[config.mk]
export PLATFORM = sky130hd
export DESIGN_NAME = sls_driver
export DESIGN_NICKNAME = d
export VERILOG_FILES = /design/src/include/sls_pkg.sv /design/src/sls_driver.sv /design/src/sls_sync.sv
export SDC_FILE = /design/constraint.sdc
export NUM_CORES = 1
export LEC_CHECK = 0
export CORE_MARGIN = 4
export CORE_UTILIZATION = 59
export CTS_CLUSTER_SIZE = 30
export DETAILED_ROUTE_END_ITERATION = 16
export DONT_BUFFER_PORTS = 1
export PLACE_DENSITY = 0.75
export SYNTH_ARGS = -nofsm -noshare
export SYNTH_HDL_FRONTEND = slang
export SYNTH_SLANG_ARGS = --single-unit
[constraint.sdc]
create_clock -name ref_clk -period 1.52 [get_ports ref_clk]
set_input_delay 0.076 -clock ref_clk [delete_from_list [all_inputs] [get_ports ref_clk]]
set_output_delay 0.076 -clock ref_clk [all_outputs]
set_load 0.05 [all_outputs]
[src/include/sls_pkg.sv]
// Purpose: shared constants for the serial-in latched sink driver
// Assumes: one 20 MHz system clock; all device pins sampled through two flip-flops
// Notes:   widths and reset values only; no registers reachable by software
package sls_pkg;
  localparam int          SLS_WIDTH      = 8;
  localparam int          SLS_SYNC_DEPTH = 2;
  localparam logic [7:0]  SLS_SHIFT_RST  = 8'h00;
  localparam logic [7:0]  SLS_STORE_RST  = 8'h00;
  localparam int          SLS_TOP_STAGE  = SLS_WIDTH - 1;
endpackage : sls_pkg

[src/sls_driver.sv]
// Purpose: serial-in shift register, storage latch and gated sink outputs
// Assumes: host pins are slow against ref_clk (edges apart by several clocks)
// Notes:   edges of shift_clock and latch_clock are found after synchronising
`timescale 1ns/1ps
`default_nettype none
module sls_driver #(
  parameter int WIDTH = sls_pkg::SLS_WIDTH
) (
  // clock and reset
  input  wire logic             ref_clk,
  input  wire logic             rst,
  // host pins
  input  wire logic             data_in_line,
  input  wire logic             shift_clock,
  input  wire logic             latch_clock,
  input  wire logic             shift_clear_n,
  input  wire logic             out_enable_n,
  // chain and sink outputs
  output logic                  cascade_out,
  output logic      [WIDTH-1:0] sink_out
);
  import sls_pkg::*;

  // synchronised pins: {data, shift clk, latch clk, clear_n, enable_n}
  logic [4:0] pin_sync;
  logic       data_s;
  logic       shift_s;
  logic       latch_s;
  logic       clear_n_s;
  logic       oe_n_s;

  sls_sync #(.WIDTH(5)) u_sync (
    .ref_clk  (ref_clk),
    .rst      (rst),
    .pin_in   ({data_in_line, shift_clock, latch_clock, shift_clear_n, out_enable_n}),
    .pin_rst  (5'h00),
    .pin_sync (pin_sync)
  );
  assign {data_s, shift_s, latch_s, clear_n_s, oe_n_s} = pin_sync;

  // edge history of the synchronised clocks
  logic             shift_d;
  logic             latch_d;
  logic             shift_rise;
  logic             latch_rise;
  logic [WIDTH-1:0] shift_reg;
  logic [WIDTH-1:0] store_reg;
  logic [WIDTH-1:0] next_shift_reg;
  logic [WIDTH-1:0] next_store_reg;
  logic [WIDTH-1:0] next_sink;
  logic             next_cascade;

  assign shift_rise = shift_s & ~shift_d;
  assign latch_rise = latch_s & ~latch_d;

  // shift register and storage register next values
  always_comb begin
    next_shift_reg = shift_reg;
    next_store_reg = store_reg;
    if (!clear_n_s) begin
      next_shift_reg = SLS_SHIFT_RST[WIDTH-1:0];
    end else if (shift_rise) begin
      next_shift_reg = {shift_reg[WIDTH-2:0], data_s};
    end
    // latch copies the pre-shift stages when both edges coincide, as a real flop pair would
    if (latch_rise) begin
      next_store_reg = shift_reg;
    end
  end

  // buffer pass condition: enable low and clear high, both as synchronised levels
  logic             buffer_open;
  logic [WIDTH-1:0] gated_store;
  assign buffer_open = !oe_n_s && clear_n_s;

  // one gate per sink bit; storage bit n drives sink n and nothing else
  for (genvar g = 0; g < WIDTH; g++) begin : g_sink
    assign gated_store[g] = next_store_reg[g] & buffer_open;
  end

  // output buffer and chain output next values
  // the gate uses next_store_reg so a latch edge reaches the sinks in the same clock
  always_comb begin
    next_sink    = gated_store;
    next_cascade = next_shift_reg[WIDTH-1];
  end

  // registers only; outputs come from flops
  always_ff @(posedge ref_clk or posedge rst) begin
    if (rst) begin
      shift_d     <= 1'b0;
      latch_d     <= 1'b0;
      shift_reg   <= SLS_SHIFT_RST[WIDTH-1:0];
      store_reg   <= SLS_STORE_RST[WIDTH-1:0];
      sink_out    <= '0;
      cascade_out <= 1'b0;
    end else begin
      shift_d     <= shift_s;
      latch_d     <= latch_s;
      shift_reg   <= next_shift_reg;
      store_reg   <= next_store_reg;
      sink_out    <= next_sink;
      cascade_out <= next_cascade;
    end
  end

  // per sink: an active sink always has its storage bit set
  for (genvar g = 0; g < WIDTH; g++) begin : g_sink_chk

  end
endmodule // sls_driver
`default_nettype wire

[src/sls_sync.sv]
// Purpose: two-flop synchroniser for a group of pin inputs
// Assumes: inputs asynchronous to ref_clk
// Notes:   first stage feeds only the second stage
`timescale 1ns/1ps
`default_nettype none
module sls_sync #(
  parameter int WIDTH = 4
) (
  // clock and reset
  input  wire logic             ref_clk,
  input  wire logic             rst,
  // pins in, synchronised out
  input  wire logic [WIDTH-1:0] pin_in,
  input  wire logic [WIDTH-1:0] pin_rst,
  output logic      [WIDTH-1:0] pin_sync
);
  logic [WIDTH-1:0] meta;
  logic [WIDTH-1:0] next_meta;
  logic [WIDTH-1:0] next_pin_sync;

  // pure pass-through of the stages
  always_comb begin
    next_meta     = pin_in;
    next_pin_sync = meta;
  end

  // reset loads zero into both stages; the pin_rst tie from the parent is unused
  always_ff @(posedge ref_clk or posedge rst) begin
    if (rst) begin
      meta     <= '0;
      pin_sync <= '0;
    end else begin
      meta     <= next_meta;
      pin_sync <= next_pin_sync;
    end
  end

  logic unused_rst_val;
  assign unused_rst_val = ^pin_rst;
endmodule // sls_sync
`default_nettype wire
==> impl_metrics.py, run 1 <==
metrics = {
    "setup_path": {
        "r2r_setup_slack_ps": 350,
        "max_stage_delay_ps": 430,
        "crit_type": "register to register",
        "cp_cell_sequence": "nand2b_4, mux2_4, nor2b_1",
        "arrival_ps": 1370,
        "cp-start-kind": "register",
        "required_ps": 1720,
        "crit_fanout": 8,
        "slowest_stage": "dfrtp_1",
        "crit_path_end_kind": "register",
    },
    "clocking": {
        "cts_tree": "done",
        "cts_resized": 0,
        "post_cts_buffers": 0,
        "cts_buffers": 5,
        "clock_path_buffers": 2,
        "clkSlewWorstSetupHoldPaths_ps": 100,
        "insertion_delay_ps": 320,
        "cts_max_level": 2,
        "cts_root_buf": "clkbuf_4",
        "cts.sinks": 36,
    },
    "die": {
        "ios": 16,
        "die_area_sq_um": 2930,
        "start_util": 0.628,
        "die_h_um": 54.1,
        "core-area_sq_um": 2000,
        "die-width_um": 54.1,
        "row_count": 16,
    },
    "global_route": {
        "grt_pass1_wl_mm": 2.77,
        "grt_usage": 0.146,
        "grt_antenna_before_repair": 0,
        "grt_max_degree": 37,
        "first_global_vias": 609,
        "grt_overflow_total": 0,
    },
    "final_layout": {
        "area_delta_synth_final_pct": 11.7,
        "n_antenna_cell": 0,
        "fill_cells": 136,
        "final_nets": 103,
        "finalInstanceArea_sq_um": 1400,
        "drive_above_1_share": 0.186,
        "stdcell_count": 124,
    },
    "timing": {
        "skew_ps": 5.09,
        "maxSlewHeadroom": 0.697,
        "drv_slew": 0,
        "hold_violations": 0,
        "period_share": 0.770,
        "setup_tns_ps": 0,
        "tightest_slew_ps": 454,
        "fmax_ghz": 0.854,
        "min_period_ps": 1170,
        "setup_viol": 0,
        "rsz0062_at_grt": "no",
    },
    "routing": {
        "dr.pass1.iters": 5,
        "wl_per_cell_um": 12.7,
        "antenna_left": 0,
        "drcViolationCount": 0,
        "drt_wl_total_mm": 1.58,
        "viasPerCell": 4.90,
        "drtIter0Drc": 9,
        "vias": 608,
    },
    "place": {
        "place_congestion": 0.683,
        "port-buffer-count": 0,
        "numPlacedInstances": 110,
        "hpwl_um": 987,
        "dpl_cell_area_sq_um": 1280,
    },
    "power": {
        "power.density_nw_per_um2": 1110,
        "power.leakage_uw": 0.000666,
        "peakVddDrop_v": 0.000722,
    },
    "job": {
        "maxCapViolCount": 0,
    },
    "synth": {
        "ys_types": 13,
        "syn_inst": 84,
        "yosysSeqAreaShare": 0.717,
        "syn_nets": 91,
        "syn_area_per_cell_sq_um": 15.0,
        "syn_area_sq_um": 1260,
        "yosysWarnings": 0,
        "synth_seq_cells": 36,
    },
    "hold_path": {
        "min_path_type": "input port to asynchronous set/reset pin",
    },
    "outcome": {
        "status": "completed",
    },
}
-- area by class of cell --
cell class	instances	area, sq um	area share
tap	27	33.8	0.0241
clock buffer	8	58.8	0.0419
multi-input combinational	44	330	0.236
timing repair buffer	8	75.1	0.0535
sequential	36	901	0.642
inverter	1	3.75	0.00268
-- through the flow --
step | power (uW) | hold WS (ps) | utilization | setup WS (ps)
after global routing | 1650 | 278 | 0.701 | 201
after CTS | 1600 | 268 | 0.701 | 339
after detailed placement | 1070 | 86.5 | 0.641 | 364
final | 1560 | 270 | 0.701 | 349
after floorplan | 1060 | 107 | - | 377
after global placement | 1060 | 83.7 | 0.641 | 378
-- logic make-up (layout without fill, tap and decap cells) --
family                 count (synthesis)  count (layout)  share of synthesized area
AOI/OAI and AO/OA                      8               8                     0.0478
buffers and inverters                  4              17                     0.0199
DFF                                   36              36                      0.717
muxes                                  8               8                     0.0956
and+or+nand+nor                       28              28                      0.120
-- path summary, 6_finish.rpt --
check | depth (start not counted) | startpoint | endpoint
max | 3 | u_sync.pin_sync[2] | sink_out[2]
min | 3 | rst | u_sync.meta[2]
max reg2reg | 3 | u_sync.pin_sync[2] | sink_out[2]
min reg2reg | 0 | u_sync.meta[4] | u_sync.pin_sync[4]
max in group asynchronous | 3 | rst | sink_out[1]
min in group ref_clk | 1 | latch_clock | u_sync.meta[2]
-- routing by layer --
layer,track usage,wire [um],up-vias
met5,0,0,-
met4,0.0996,32,0
met3,0.0748,97,4
met2,0.199,674,16
met1,0.178,770,296
li1,-,-,292
-- cell usage in the layout, fill, tap and decap left out --
master	netlist	layout
dfrtp_1	36	36
inv_1	1	1
a21boi_0	6	6
dlygate4sd3_1	0	6
nand2b_1	2	2
buf_4	0	2
nand2_1	16	16
nor2b_1	8	8
nand2b_4	1	1
a21boi_1	2	2
clkbuf_8	0	1
mux2_4	8	8
nor2b_4	1	1
clkbuf_1	0	2
clkbuf_4	0	5
-- worst max-delay path, delay by kind of cell, from the launching register on --
kind / cells / cell delay [ps]
flops: 1 / 430
mux: 1 / 320
simple gates: 2 / 300
-- repair_timing --
| item | CTS | global route |
|---|---|---|
| setup endpoints to repair | 0 | 0 |
| endpoints found under the hold margin | 41 | 0 |
| hold buffers | 6 | 0 |
-- cell usage after synthesis --
| library cell | instances | area [sq um] |
|---|---|---|
| buf_2 | 1 | 5.00 |
| buf_6 | 1 | 11.3 |
| clkbuf_2 | 1 | 5.00 |
| dfrtp_1 | 36 | 901 |
| nor2b_1 | 8 | 50.1 |
| nand2b_4 | 1 | 13.8 |
| nand2b_1 | 2 | 12.5 |
| a21boi_1 | 2 | 15.0 |
| mux2_4 | 8 | 120 |
| nor2b_4 | 1 | 13.8 |
| inv_1 | 1 | 3.75 |
| a21boi_0 | 6 | 45.0 |
| nand2_1 | 16 | 60.1 |
-- where the power goes --
part	internal (uW)	switching (uW)
Combinational	27.9	36.0
Sequential	978	13.8
Clock	228	276
Total	1230	325
No activity file was read; power rests on OpenSTA's default activity.
==> run 2: changes to the inputs <==
Settings changed: CORE_UTILIZATION 59 to 53, PLACE_DENSITY 0.75 to 0.71.
Clock period 1.52 ns to 1.05 ns, I/O delays scaled along.
==> impl_metrics.py, run 2 (same netlist as run 1, synthesis figures left out) <==
metrics = {
    "timing": {
        "skew_ps": 8.63,
        "fmax_ghz": 0.869,
        "maxSlewHeadroom": 0.695,
        "drv_slew": 0,
        "tightest_slew_ps": 457,
        "setup_ws_ps": -100,
        "min_period_ps": 1150,
        "hold_violations": 0,
        "period_share": 1.10,
        "setup_viol": 8,
        "rsz0062_at_grt": "yes",
    },
    "global_route": {
        "grt_overflow_total": 0,
        "grt_pass1_wl_mm": 2.96,
        "first_global_vias": 648,
        "grt_antenna_before_repair": 0,
        "grt_max_degree": 37,
        "grt_usage": 0.127,
    },
    "place": {
        "dpl_cell_area_sq_um": 1320,
        "hpwl_mm": 1.07,
        "numPlacedInstances": 114,
        "preCtsSetupSlack_ps": -88.9,
        "place_congestion": 0.677,
        "port-buffer-count": 0,
    },
    "outcome": {
        "violations": "setup timing",
        "status": "complete, but fails checks",
    },
    "clocking": {
        "clock_path_buffers": 2,
        "clkSlewWorstSetupHoldPaths_ps": 100,
        "cts.sinks": 36,
        "cts_max_level": 2,
        "cts_tree": "done",
        "cts_buffers": 5,
        "cts_root_buf": "clkbuf_4",
        "insertion_delay_ps": 340,
    },
    "setup_path": {
        "crit_type": "register to register",
        "required_ps": 1280,
        "crit_start": "latch_d",
        "rr_endpoint": "sink_out[7]",
        "cp-start-kind": "register",
        "endpoint": "sink_out[7]",
        "crit_path_end_kind": "register",
        "arrival_ps": 1380,
        "r2r_setup_slack_ps": -100,
        "crit_fanout": 8,
        "reg2reg_depth": 3,
        "r2r-start": "latch_d",
    },
    "final_layout": {
        "area_delta_synth_final_pct": 17.0,
        "finalInstanceArea_sq_um": 1470,
        "n_antenna_cell": 0,
        "drive_above_1_share": 0.267,
        "final_cell_mix": "36 x dfrtp_1, 16 x nand2_1, 8 x mux2_4",
        "ff_latch_area_sq_um": 901,
        "stdcell_count": 129,
        "multiInputGateArea_sq_um": 348,
        "fill_cells": 166,
        "final_common_cell": "dfrtp_1",
        "final_nets": 107,
    },
    "routing": {
        "vias": 627,
        "drtIter0Drc": 6,
        "drt_wl_total_mm": 1.71,
        "drcViolationCount": 0,
        "viasPerCell": 4.86,
        "wl_per_cell_um": 13.3,
        "dr.pass1.iters": 4,
        "antenna_left": 0,
    },
    "power": {
        "peakVddDrop_v": 0.00128,
        "power.leakage_uw": 0.000700,
        "power.density_nw_per_um2": 1560,
        "power.total_uw": 2300,
    },
    "die": {
        "row_count": 17,
        "start_util": 0.562,
        "ios": 16,
        "die-width_um": 56.7,
        "core-area_sq_um": 2230,
        "die_area_sq_um": 3210,
        "die_h_um": 56.7,
    },
    "hold_path": {
        "min_path_type": "input port to asynchronous set/reset pin",
    },
    "job": {
        "maxCapViolCount": 0,
    },
}
run 2: cell count changes in the layout (fill, tap and decap cells not counted), sizes merged:
cell	previous run	this run
clkinv	0	2
clkbuf	8	6
buf	2	6
run 2: how the worst min path moves through the flow:
stage	from	endpoint	slack, ps	depth (start not counted)
after floorplan	out_enable_n	u_sync.meta[0]	80	0
after global placement	rst	u_sync.meta[2]	60	2
after detailed placement	rst	u_sync.pin_sync[3]	70	2
after CTS	rst	shift_d	240	3
after global routing	out_enable_n	u_sync.meta[0]	250	1
final	rst	u_sync.meta[2]	230	3
run 2: critical path, cell delays in order (launching register included):
cell and delay (ps):
dfrtp_1 390, nand2b_4 210, mux2_4 330, nor2b_4 130
run 2: timing repair:
| action | in CTS | in global routing |
|---|---|---|
| resized for setup | 1 | 7 |
| setup endpoints to repair | 8 | 22 |
| hold endpoints to repair | 41 | 0 |
| buffers inserted | 0 | 1 |
| hold buffers | 6 | 0 |
run 2: where the power goes:
part | leakage, uW | switching (uW) | internal [uW]
sequential | 0.000474 | 17.9 | 1420
combinational | 0.000188 | 60.6 | 56.2
clock | 0.0000380 | 429 | 318
total | 0.000700 | 508 | 1790
run 2: per-stage QoR:
stage / utilization / hold slack (ps) / setup TNS [ps]
final: 0.658 / 234 / -769
after global routing: 0.658 / 249 / -1340
after CTS: 0.649 / 242 / -809
after detailed placement: 0.591 / 65.8 / -621
after global placement: 0.591 / 58.3 / -487
after floorplan: - / 83.9 / -741
run 2: area by class of cell:
cell class / instances / share of cell area
Multi-Input combinational cell: 44 / 0.237
Tap cell: 28 / 0.0238
Inverter: 1 / 0.00255
Clock buffer: 6 / 0.0349
Timing Repair Buffer: 12 / 0.0826
Clock inverter: 2 / 0.00681
Sequential cell: 36 / 0.613
run 2: per-layer routing:
metal,vias to the layer above,routed length (um),GRT usage
li1,298,-,-
met1,304,778,0.146
met2,17,767,0.186
met3,8,103,0.0621
met4,0,62,0.0814
met5,-,0,0
